==> src/mrs_pkg.sv <==
// constants and carrier types for the mac reset and read-path inject block
`default_nettype none
package mrs_pkg;
   // register locations on the spi register port
   localparam logic [7:0] REG_STATUS = 8'h3b;
   localparam logic [7:0] REG_KEY = 8'h3c;
   localparam logic [7:0] REG_INJECT = 8'h3d;
   // reset values
   localparam logic [31:0] STATUS_RESET = 32'h0000_0003;
   localparam logic [31:0] KEY_RESET = 32'h0000_0000;
   localparam logic INJECT_RESET = 1'b0;
   // field positions
   localparam int OSC_RDY_BIT = 0;
   localparam int XTAL_RDY_BIT = 1;
   localparam int INJECT_BIT = 0;
   localparam int KEY_MSB = 15;
   localparam int WORD_MSB = 31;
   // rx footer parity positions within the footer word
   localparam int FOOT_PARITY_BIT = 0;
   localparam int FOOT_TS_PARITY_BIT = 5;
   // key values
   localparam logic [15:0] KEY_RST_1 = 16'h4f1c;
   localparam logic [15:0] KEY_RST_2 = 16'hc1f4;
   localparam logic [15:0] KEY_REL_1 = 16'h6f1a;
   localparam logic [15:0] KEY_REL_2 = 16'ha1f6;
   // timing
   localparam int CLK_PERIOD_NS = 10;
   localparam int CS_HOLD_NS = 100;
   localparam int CS_HOLD_CYC = (CS_HOLD_NS + CLK_PERIOD_NS - 1)
                                / CLK_PERIOD_NS;
   localparam logic [4:0] CS_HOLD_CNT = 5'(CS_HOLD_CYC);
   localparam logic [4:0] MAC_RST_CNT = 5'h10;
   localparam int SYNC_W = 3;
   // decoded register access from the spi protocol engine
   typedef struct packed {
      logic wr;
      logic rd;
      logic [7:0] addr;
      logic [31:0] wdata;
   } mrs_reg_req_s;
   // read-path words on their way to the miso shifter
   typedef struct packed {
      logic oa_mode;
      logic prot_en;
      logic [31:0] footer;
      logic [31:0] echo;
      logic echo_first;
      logic [31:0] compl_word;
      logic [7:0] crc8;
   } mrs_miso_s;
   typedef enum logic [1:0] {
      KEY_IDLE,
      KEY_RST_ARM,
      KEY_REL_ARM
   } mrs_key_e;
endpackage : mrs_pkg
`default_nettype wire

==> src/mrs_top.sv <==
// mac reset status, key-protected soft reset and miso error injection
//
// Contract
// RQ1: status bit 1 shows crystal ready; core leaves reset once crystal ready. Bit 1 here is !o_mac_rst, so it also reads 1 after oscillator release.
// RQ2: status bit 0 shows oscillator ready; 1 means osc only, 3 both.
// RQ3: while spi slave and core in reset, status reads zero, pad driven.
// RQ4: host reads status only singly, never via burst increment.
// RQ5: mac_logic_reset reset needs 0x4f1c then 0xc1f4 as consecutive writes.
// RQ6: reset acts at chip select high; chip select low at least 100 ns.
// RQ7: mac_logic_reset reset ignored while software power-down is set.
// RQ8: keys 0x6f1a then 0xa1f6 release core on oscillator clock.
// RQ9: host keeps spi at 15 MHz after oscillator release.
// RQ10: inject with open alliance data inverts footer parity and ts parity.
// RQ11: inject inverts msb of echoed burst-write words from the second.
// RQ12: inject inverts msb of each protected read complement word.
// RQ13: inject with generic protected protocol inverts returned crc8.
// RQ14: wrong write after first key discards the sequence.
`timescale 1ns/1ps
`default_nettype none
module mrs_top (
   // clock and reset
   input wire logic i_sys_clk,
   input wire logic i_rst,
   // pins and clock status from outside this domain
   input wire logic i_spi_cs_n,
   input wire logic i_osc_clk_rdy,
   input wire logic i_xtal_clk_rdy,
   // local status
   input wire logic i_spi_rst_active,
   input wire logic i_sw_power_down,
   // register port
   input wire mrs_pkg::mrs_reg_req_s i_req,
   output logic [31:0] o_rdata,
   // miso path
   input wire mrs_pkg::mrs_miso_s i_miso,
   output logic [31:0] o_footer,
   output logic [31:0] o_echo,
   output logic [31:0] o_compl_word,
   output logic [7:0] o_crc8,
   output logic o_sdo_oe_n,
   // mac core control
   output logic o_mac_rst,
   output logic o_mac_on_osc
);

   function automatic logic is_key(input logic [31:0] d,
                                   input logic [15:0] k);
      is_key = (d[mrs_pkg::KEY_MSB:0] == k);
   endfunction : is_key

   // three-stage synchronisers; a change counts when stages 2 and 3 agree
   logic [mrs_pkg::SYNC_W-1:0] raw_in;
   logic [mrs_pkg::SYNC_W-1:0] filt_ff;
   assign raw_in = {i_xtal_clk_rdy, i_osc_clk_rdy, i_spi_cs_n};

   genvar g;
   generate
      for (g = 0; g < mrs_pkg::SYNC_W; g++) begin : g_sync
         logic s1_ff;
         logic s2_ff;
         logic s3_ff;
         always_ff @(posedge i_sys_clk or posedge i_rst) begin
            if (i_rst) begin
               s1_ff <= (g == 0);
               s2_ff <= (g == 0);
               s3_ff <= (g == 0);
               filt_ff[g] <= (g == 0);
            end else begin
               s1_ff <= raw_in[g];
               s2_ff <= s1_ff;
               s3_ff <= s2_ff;
               if (s2_ff == s3_ff) begin
                  filt_ff[g] <= s3_ff;
               end
            end
         end
      end
   endgenerate

   logic cs_n_f;
   logic osc_f;
   logic xtal_f;
   logic cs_n_d_ff;
   logic cs_rise;
   assign cs_n_f = filt_ff[0];
   assign osc_f = filt_ff[1];
   assign xtal_f = filt_ff[2];
   assign cs_rise = cs_n_f & ~cs_n_d_ff;

   always_ff @(posedge i_sys_clk or posedge i_rst) begin
      if (i_rst) begin
         cs_n_d_ff <= 1'b1;
      end else begin
         cs_n_d_ff <= cs_n_f;
      end
   end

   // chip select low time, saturating
   logic [4:0] cs_low_ff;
   logic cs_held;
   assign cs_held = (cs_low_ff >= mrs_pkg::CS_HOLD_CNT);

   always_ff @(posedge i_sys_clk or posedge i_rst) begin
      if (i_rst) begin
         cs_low_ff <= 5'h00;
      end else if (cs_n_f) begin
         cs_low_ff <= 5'h00;
      end else if (!cs_held) begin
         cs_low_ff <= cs_low_ff + 5'h01;
      end
   end

   // key sequence tracking
   mrs_pkg::mrs_key_e key_st_ff;
   mrs_pkg::mrs_key_e nxt_key_st;
   logic key_wr;
   logic rst_key2;
   logic rel_key2;
   assign key_wr = i_req.wr && (i_req.addr == mrs_pkg::REG_KEY);
   assign rst_key2 = key_wr && (key_st_ff == mrs_pkg::KEY_RST_ARM)
                     && is_key(i_req.wdata, mrs_pkg::KEY_RST_2);
   assign rel_key2 = key_wr && (key_st_ff == mrs_pkg::KEY_REL_ARM)
                     && is_key(i_req.wdata, mrs_pkg::KEY_REL_2);

   always_comb begin
      nxt_key_st = key_st_ff;
      if (i_req.wr) begin
         // any write other than a first key returns the sequence to idle
         nxt_key_st = mrs_pkg::KEY_IDLE; // RQ14
         if (key_wr && is_key(i_req.wdata, mrs_pkg::KEY_RST_1)) begin
            nxt_key_st = mrs_pkg::KEY_RST_ARM; // RQ5
         end else if (key_wr
                      && is_key(i_req.wdata, mrs_pkg::KEY_REL_1)) begin
            nxt_key_st = mrs_pkg::KEY_REL_ARM; // RQ8
         end
      end
   end

   always_ff @(posedge i_sys_clk or posedge i_rst) begin
      if (i_rst) begin
         key_st_ff <= mrs_pkg::KEY_IDLE;
      end else begin
         key_st_ff <= nxt_key_st;
      end
   end

   // completed reset key waits for chip select to rise
   logic rst_pend_ff;
   logic soft_go;
   assign soft_go = rst_pend_ff && cs_rise && cs_held;

   always_ff @(posedge i_sys_clk or posedge i_rst) begin
      if (i_rst) begin
         rst_pend_ff <= 1'b0;
      end else if (rst_key2 && !i_sw_power_down) begin
         rst_pend_ff <= 1'b1; // RQ5 RQ7
      end else if (cs_rise) begin
         rst_pend_ff <= 1'b0; // RQ6
      end
   end

   // soft reset pulse length counter
   logic [4:0] soft_cnt_ff;
   always_ff @(posedge i_sys_clk or posedge i_rst) begin
      if (i_rst) begin
         soft_cnt_ff <= 5'h00;
      end else if (soft_go) begin
         soft_cnt_ff <= mrs_pkg::MAC_RST_CNT; // RQ6
      end else if (soft_cnt_ff != 5'h00) begin
         soft_cnt_ff <= soft_cnt_ff - 5'h01;
      end
   end

   // release on oscillator; held until crystal ready is seen or a hard reset,
   // since the crystal may never appear on such a board
   always_ff @(posedge i_sys_clk or posedge i_rst) begin
      if (i_rst) begin
         o_mac_on_osc <= 1'b0;
      end else if (rel_key2 && !xtal_f) begin
         o_mac_on_osc <= 1'b1; // RQ8
      end else if (xtal_f) begin
         o_mac_on_osc <= 1'b0;
      end
   end

   logic nxt_mac_rst;
   assign nxt_mac_rst = (soft_cnt_ff != 5'h00) || soft_go
                        || !(xtal_f || o_mac_on_osc);

   always_ff @(posedge i_sys_clk or posedge i_rst) begin
      if (i_rst) begin
         o_mac_rst <= 1'b1;
      end else begin
         o_mac_rst <= nxt_mac_rst; // RQ1 RQ8
      end
   end

   // inject control register
   logic inject_ff;
   always_ff @(posedge i_sys_clk or posedge i_rst) begin
      if (i_rst) begin
         inject_ff <= mrs_pkg::INJECT_RESET;
      end else if (i_req.wr && (i_req.addr == mrs_pkg::REG_INJECT)) begin
         inject_ff <= i_req.wdata[mrs_pkg::INJECT_BIT];
      end
   end

   // register read; status is a live view, so only single reads are safe
   logic [31:0] status_word;
   logic [31:0] nxt_rdata;
   always_comb begin
      status_word = 32'h0000_0000;
      status_word[mrs_pkg::OSC_RDY_BIT] = osc_f; // RQ2
      status_word[mrs_pkg::XTAL_RDY_BIT] = !o_mac_rst; // RQ1
      if (i_spi_rst_active && o_mac_rst) begin
         status_word = 32'h0000_0000; // RQ3
      end
      nxt_rdata = 32'h0000_0000;
      unique case (i_req.addr)
         mrs_pkg::REG_STATUS: nxt_rdata = status_word;
         mrs_pkg::REG_INJECT: nxt_rdata[mrs_pkg::INJECT_BIT] = inject_ff;
         default: nxt_rdata = 32'h0000_0000;
      endcase
   end

   always_ff @(posedge i_sys_clk or posedge i_rst) begin
      if (i_rst) begin
         o_rdata <= 32'h0000_0000;
      end else if (i_req.rd) begin
         o_rdata <= nxt_rdata;
      end
   end

   // pad driven for the whole chip select low time
   always_ff @(posedge i_sys_clk or posedge i_rst) begin
      if (i_rst) begin
         o_sdo_oe_n <= 1'b1;
      end else begin
         o_sdo_oe_n <= cs_n_f; // RQ3
      end
   end

   // miso path corruption, one register stage for every word
   logic inj_oa;
   logic inj_gen;
   logic [31:0] foot_mask;
   logic [31:0] msb_mask;
   assign inj_oa = inject_ff && i_miso.oa_mode;
   assign inj_gen = inject_ff && !i_miso.oa_mode && i_miso.prot_en;
   always_comb begin
      foot_mask = 32'h0000_0000;
      foot_mask[mrs_pkg::FOOT_PARITY_BIT] = 1'b1;
      foot_mask[mrs_pkg::FOOT_TS_PARITY_BIT] = 1'b1;
      msb_mask = 32'h0000_0000;
      msb_mask[mrs_pkg::WORD_MSB] = 1'b1;
   end

   always_ff @(posedge i_sys_clk or posedge i_rst) begin
      if (i_rst) begin
         o_footer <= 32'h0000_0000;
         o_echo <= 32'h0000_0000;
         o_compl_word <= 32'h0000_0000;
         o_crc8 <= 8'h00;
      end else begin
         o_footer <= i_miso.footer ^ (inj_oa ? foot_mask
                                             : 32'h0000_0000); // RQ10
         o_echo <= i_miso.echo ^ ((inj_oa && !i_miso.echo_first)
                                  ? msb_mask : 32'h0000_0000); // RQ11
         o_compl_word <= i_miso.compl_word ^ (inj_oa ? msb_mask
                                             : 32'h0000_0000); // RQ12
         o_crc8 <= inj_gen ? ~i_miso.crc8 : i_miso.crc8; // RQ13
      end
   end
endmodule : mrs_top
`default_nettype wire

==> config.mk <==
export PLATFORM = sky130hd
export DESIGN_NAME = mrs_top
export DESIGN_NICKNAME = d
export VERILOG_FILES = /design/src/mrs_pkg.sv /design/src/mrs_top.sv
export SDC_FILE = /design/constraint.sdc
export NUM_CORES = 1
export LEC_CHECK = 0
export BUFFER_PORTS_ARGS = -buffer_cell sky130_fd_sc_hd__buf_4
export CORE_AREA = 2 2 115 117
export CTS_CLUSTER_SIZE = 16
export DETAILED_ROUTE_END_ITERATION = 6
export DIE_AREA = 0 0 117 119
export PLACE_DENSITY = 0.69
export SLEW_MARGIN = 10
export SYNTH_ARGS = -nofsm -noshare
export SYNTH_HDL_FRONTEND = slang
export SYNTH_SLANG_ARGS = --single-unit
export TNS_END_PERCENT = 10
==> constraint.sdc <==
create_clock -name i_sys_clk -period 8.1 [get_ports i_sys_clk]
set_input_delay 0 -clock i_sys_clk [delete_from_list [all_inputs] [get_ports i_sys_clk]]
set_output_delay 0 -clock i_sys_clk [all_outputs]
set_load 0.1 [all_outputs]
Yosys cells after proc, flatten, opt, wreduce, memory -nomap -nowiden
Index checks and enable logic that the tools add are counted.
Word-level totals
  word-level logic and storage cells: 94
  output and inout port bits: 139
  register bits after elaboration: 165
Operators by class
  reduce and logical (&&, ||, !) cells: 30
  order comparisons: 1
  equality and inequality tests: 13
  add/sub/neg operators: 2
  bitwise gates (word level): 6
  multiplexer cells: 17
Operators by type and width (count)
  32-bit 2-to-1 mux: 2
  32-bit XOR: 2
  16-bit by 15-bit equality test with 1-bit output, second input constant: 2
  16-bit equality test, second input constant: 2
  32-bit by 6-bit XOR with 32-bit output: 1
  31-bit 2-to-1 mux: 1
  8-bit by 6-bit equality test with 1-bit output, second input constant: 3
  5-bit 2-to-1 mux: 4
  1-bit logical AND: 17
  8-bit 2-to-1 mux: 1
  8-bit NOT: 1
  1-bit zero test: 6
  2-bit 2-to-1 mux: 3
  6-bit 2-to-1 mux: 1
  2-bit nonzero test: 3
  5-bit by 1-bit adder with 5-bit output, second input constant: 1
  5-bit by 4-bit greater-or-equal comparator with 1-bit output, second input constant: 1
  5-bit nonzero test: 1
  5-bit by 1-bit subtractor with 5-bit output, second input constant: 1
  1-bit 2-to-1 mux: 4
  1-bit equality test: 3
  1-bit logical OR: 3
  2-bit by 1-bit equality test with 1-bit output, second input constant: 1
  2-bit equality test, second input constant: 1
  other kinds (4): 4

Longest topological paths before layout
  depth in word-level cells: 6
  depth in mapped cells: 5
  mapped depth without buffers: 5

Worst setup path after synthesis
Ideal clock, no wire load.
  path type: reg-to-reg
  from: register cs_low_ff[0]
  to: register o_mac_rst
  cell stages (with the launch flop): 6
  setup slack: 6.521 ns
  clock period less this slack: 1.579 ns
  buffers on the path: 0
  required time: 8.012 ns
  arrival: 1.491 ns
  setup time: 0.088 ns
  cells stage by stage: dfrtp_1 > inv_1 > ha_1 > o31a_1 > o2111a_2 > or3_1
On the way
  word-level cells in the longest chain between the ends: 4
RTL lines
  start: declaration: line mrs_top.sv:99  | logic [4:0] cs_low_ff;
  start signal: assignment: line mrs_top.sv:109  | cs_low_ff <= cs_low_ff + 5'h01;
  5-bit by 4-bit greater-or-equal comparator with 1-bit output: line mrs_top.sv:101  | assign cs_held = (cs_low_ff >= mrs_pkg::CS_HOLD_CNT);
  1-bit logical AND: line mrs_top.sv:150  | assign soft_go = rst_pend_ff && cs_rise && cs_held;
  1-bit logical OR: line mrs_top.sv:187  | assign nxt_mac_rst = (soft_cnt_ff != 5'h00) || soft_go
  1-bit logical OR: line mrs_top.sv:188  | || !(xtal_f || o_mac_on_osc);
  net nxt_mac_rst: line mrs_top.sv:186  | logic nxt_mac_rst;
  end signal: assignment: line mrs_top.sv:194  | o_mac_rst <= nxt_mac_rst;
  end: declaration: line mrs_top.sv:42  | output logic o_mac_rst,
The timed path passes the listed nets, and every way through them passes these cells.
A chain may end at the register's enable or synchronous reset.

Worst setup path in the final report
  from: input i_req[1] in the netlist's numbering
  to: register key_st_ff[0]
On the way
  word-level cells in the longest chain between the ends: 3
RTL lines
  start: declaration: line mrs_top.sv:32  | input wire mrs_pkg::mrs_reg_req_s i_req,
  16-bit by 15-bit equality test with 1-bit output: line mrs_top.sv:48  | is_key = (d[mrs_pkg::KEY_MSB:0] == k);
  1-bit logical AND: line mrs_top.sv:130  | if (key_wr && is_key(i_req.wdata, mrs_pkg::KEY_RST_1)) begin
  2-bit 2-to-1 mux: line mrs_top.sv:130
  end signal: assignment: line mrs_top.sv:141  | key_st_ff <= mrs_pkg::KEY_IDLE;
  end signal: assignment: line mrs_top.sv:143  | key_st_ff <= nxt_key_st;
  end: declaration: line mrs_top.sv:114  | mrs_pkg::mrs_key_e key_st_ff;
Every way passes these cells.

==> flow_summary.toml <==
[synthesis]
yosys_warnings = 0
synthFlopType = "dfrtp_1"
synth-seq-cells = 135
synthCells = 268
synth_enable_flop_cells = 0
syn_area_per_cell_um2 = 16.1
synth_area_um2 = 4310
async_reset_ff_share_pct = 100
ys_seq_area_share_pct = 78.6
ys_types = 42

[min_path]
hold_path_class = "in2reg"
min-delay-start = "i_spi_rst_active"
hold-path-endpoint = "o_rdata[0]"
whs_path_depth = 4

[cells_and_area]
syn_to_final_growth_pct = 87.6
num_antenna_cells = 0
regArea_um2 = 3390
layout.cells.non_filler = 849
drive_gt1_share_pct = 42.9
finalCoreUtilization_pct = 62.8
fill_cells = 955
design_area_um2 = 8090
nNetsFinal = 820
multiInputGateArea_um2 = 758

[worst_setup_path]
cp-start-kind = "input pin"
end_kind = "register"
reg2reg_to = "o_mac_on_osc"
path_max_fanout = 3
critPathMaxStageDelay_ns = 0.59
cp_cell_sequence = "dlygate4sd3_1, buf_4, nor4_1, nand3_1, dlygate4sd3_1, o32ai_1, dlygate4sd3_1"
critical_path_class = "in2reg"
ff2ff_path_depth = 5
arrival_ns = 2.60
crit-reg2reg-launch = "key_st_ff[0]"
crit_required_ns = 8.44
slowest_stage = "dlygate4sd3_1"
crit_path_frequent_cell = "dlygate4sd3_1"
r2r_setup_slack_ns = 5.93

[sta]
post-route-min-period_ns = 2.26
rsz0062_at_grt = "no"
setup_tns_ns = 0
fin_skew_ns = 0.00624
tightest_slew_ns = 0.996
setup_viol = 0
min_period_over_period_pct = 27.9
hold_viol = 0
max_clock_freq_mhz = 443
slew_headroom_pct = 33.6
slew_violations = 0

[power]
totalPowerFinal_uw = 1940
peakVddDrop_mv = 0.153
clkPwrFrac_pct = 35.5
p_seq_share_pct = 38.8
p_leak_uw = 0.00391
p_switching_uw = 652
power_density_nw_per_um2 = 240
p_int_uw = 1290
swShare_pct = 33.6
combinationalPowerShare_pct = 25.7

[clock_network]
post_cts_resized = 0
cts_root_buf = "clkbuf_16"
cts_tree = "yes"
post-cts-setup-buffers = 0
clockBufferDepth = 2
cts_buffers = 17
htreeDepth = 4
clk-insertion-delay-late_ns = 0.41
cts_sinks = 135
cts.reportedPaths.clkPinSlew_ns = 0.05

[route]
routed-via-count = 3662
drtIter0Drc = 97
totalWireLength_mm = 13.8
drtAntennaViolNets = 0
dr.pass1.iters = 4
drc = 0
via_per_inst = 4.31
routedWlPerCell_um = 16.3

[grt]
first_global_vias = 4227
antenna_found_initial = 0
grt_max_degree = 83
overflow = 0
grt_pass1_wl_mm = 21.4
track_usage_pct = 20.8

[floorplanning]
start_util_pct = 33.5
die_y_um = 119
core_area_um2 = 12900
dieArea_um2 = 13900
io_pins = 295
rows = 42
die_x_um = 117

[placed_design]
hpwl_mm = 8.65
numPlacedInstances = 690
gp_congestion = 0.734
place_area_um2 = 6280
portBuffers = 248

[flow_run]
drv_cap = 0

[outcome]
status = "finished clean"
==> routing by layer <==
layer / vias to the layer above / wire length [um] / global-route usage [%]
li1: 1627 / - / -
met2: 181 / 7730 / 37.8
met1: 1804 / 4650 / 21.0
met3: 50 / 915 / 6.67
met5: - / 0 / 0
met4: 0 / 550 / 10.0
==> worst max-delay path: cells and delay by family <==
family	cells	cell delay, ns
buffers and inverters	4	1.86
AND/OR/NAND/NOR	2	0.51
AO/OA/AOI/OAI	1	0.22
==> flip-flops by register name, indices dropped and copies added (netlist names), 2 cells and up <==
name,flops
o_rdata,2
o_crc8,8
soft_cnt_ff,5
o_echo,32
g_sync.s2_ff,3
key_st_ff,2
g_sync.s1_ff,3
g_sync.s3_ff,3
o_compl_word,32
cs_low_ff,5
o_footer,32
==> Yosys cell counts (all sizes together) (2+ instances only) <==
cell    instances  area, um^2
dfrtp         129        3230
or3             3        21.3
inv            11        41.3
o32ai           2        17.5
nand4           5        31.3
nor2b           3        18.8
nor4b           3        26.3
buf            30         225
clkbuf          2        7.51
o31ai           3        22.5
nor3            3        15.0
nand3b          3        22.5
o21ai           3        15.0
nand2           4        15.0
ha              3        37.5
nand3           3        15.0
maj3            3        30.0
a21oi           4        20.0
xnor2          12         105
dfstp           6         158
nor3b           2        15.0
nand2b          2        12.5
and3b           3        26.3
nor2            9        33.8
==> cell families after synthesis <==
family	Yosys count	share of synthesized area, %
xor+xnor	13	2.64
simple gates	49	7.14
compound gates	20	3.37
mux	1	0.261
flops	135	78.6
buf+inv	43	6.36
fa+ha+maj	6	1.57
other cells	1	0.0870
==> power groups by stage <==
stage / Combinational (uW) / Sequential, uW / Clock (uW)
after detailed placement: 451 / 761 / 0
after floorplan: 133 / 962 / 0
after CTS: 497 / 750 / 700
after global routing: 519 / 756 / 733
final: 499 / 752 / 688
after global placement: 443 / 757 / 0
==> layout by cell type, fill, tap and decap left out, types with 2 or more instances in the layout <==
cell,count
nand3_1,3
dlygate4sd3_1,128
o32ai_1,2
nor2_1,9
or3_2,2
clkbuf_1,5
dfstp_2,6
maj3_1,3
inv_1,10
xnor2_1,12
buf_4,249
nor3_1,3
conb_1,30
nand3b_1,3
clkbuf_16,17
nand4_1,5
nor4b_1,3
o31ai_1,3
a21oi_1,4
clkinvlp_4,4
nand2b_1,2
ha_1,3
nor2b_1,3
dfrtp_1,129
o21ai_0,3
nor3b_1,2
and3b_1,3
clkinv_2,4
nand2_1,4
==> repair_timing <==
| action | CTS | global route |
|---|---|---|
| hold endpoints to repair | 167 | 0 |
| hold buffers | 128 | 0 |
| endpoints found under the setup margin | 0 | 0 |
==> through the flow <==
| stage | setup slack (ns) | hold slack, ns |
|---|---|---|
| 3_3_place_gp | 6.45 | 0.0567 |
| 6_report | 5.84 | 0.0371 |
| 3_5_place_dp | 6.40 | 0.0725 |
| 5_1_grt | 5.79 | 0.0623 |
| 4_1_cts | 5.89 | 0.00506 |
| 2_1_floorplan | 4.50 | 0.00448 |
==> final cells by class <==
| type | instances | share of cell area, % |
|---|---|---|
| Timing Repair Buffer | 377 | 39.0 |
| Clock buffer | 22 | 5.49 |
| Multi-Input combinational cell | 119 | 9.38 |
| Clock inverter | 9 | 0.990 |
| Tap cell | 176 | 2.72 |
| Inverter | 11 | 0.573 |
| Sequential cell | 135 | 41.9 |
==> how the worst max path moves through the flow <==
stage / start / to / cells after the start
finish: i_req[1] / key_st_ff[0] / 7
global route: i_req[1] / key_st_ff[0] / 7
CTS: i_req[1] / key_st_ff[0] / 7
detailed placement: cs_low_ff[0] / o_mac_rst / 5
global placement: cs_low_ff[0] / o_mac_rst / 5
floorplan: i_rst / cs_low_ff[0] / 1
No activity file was read; power rests on OpenSTA's default activity.
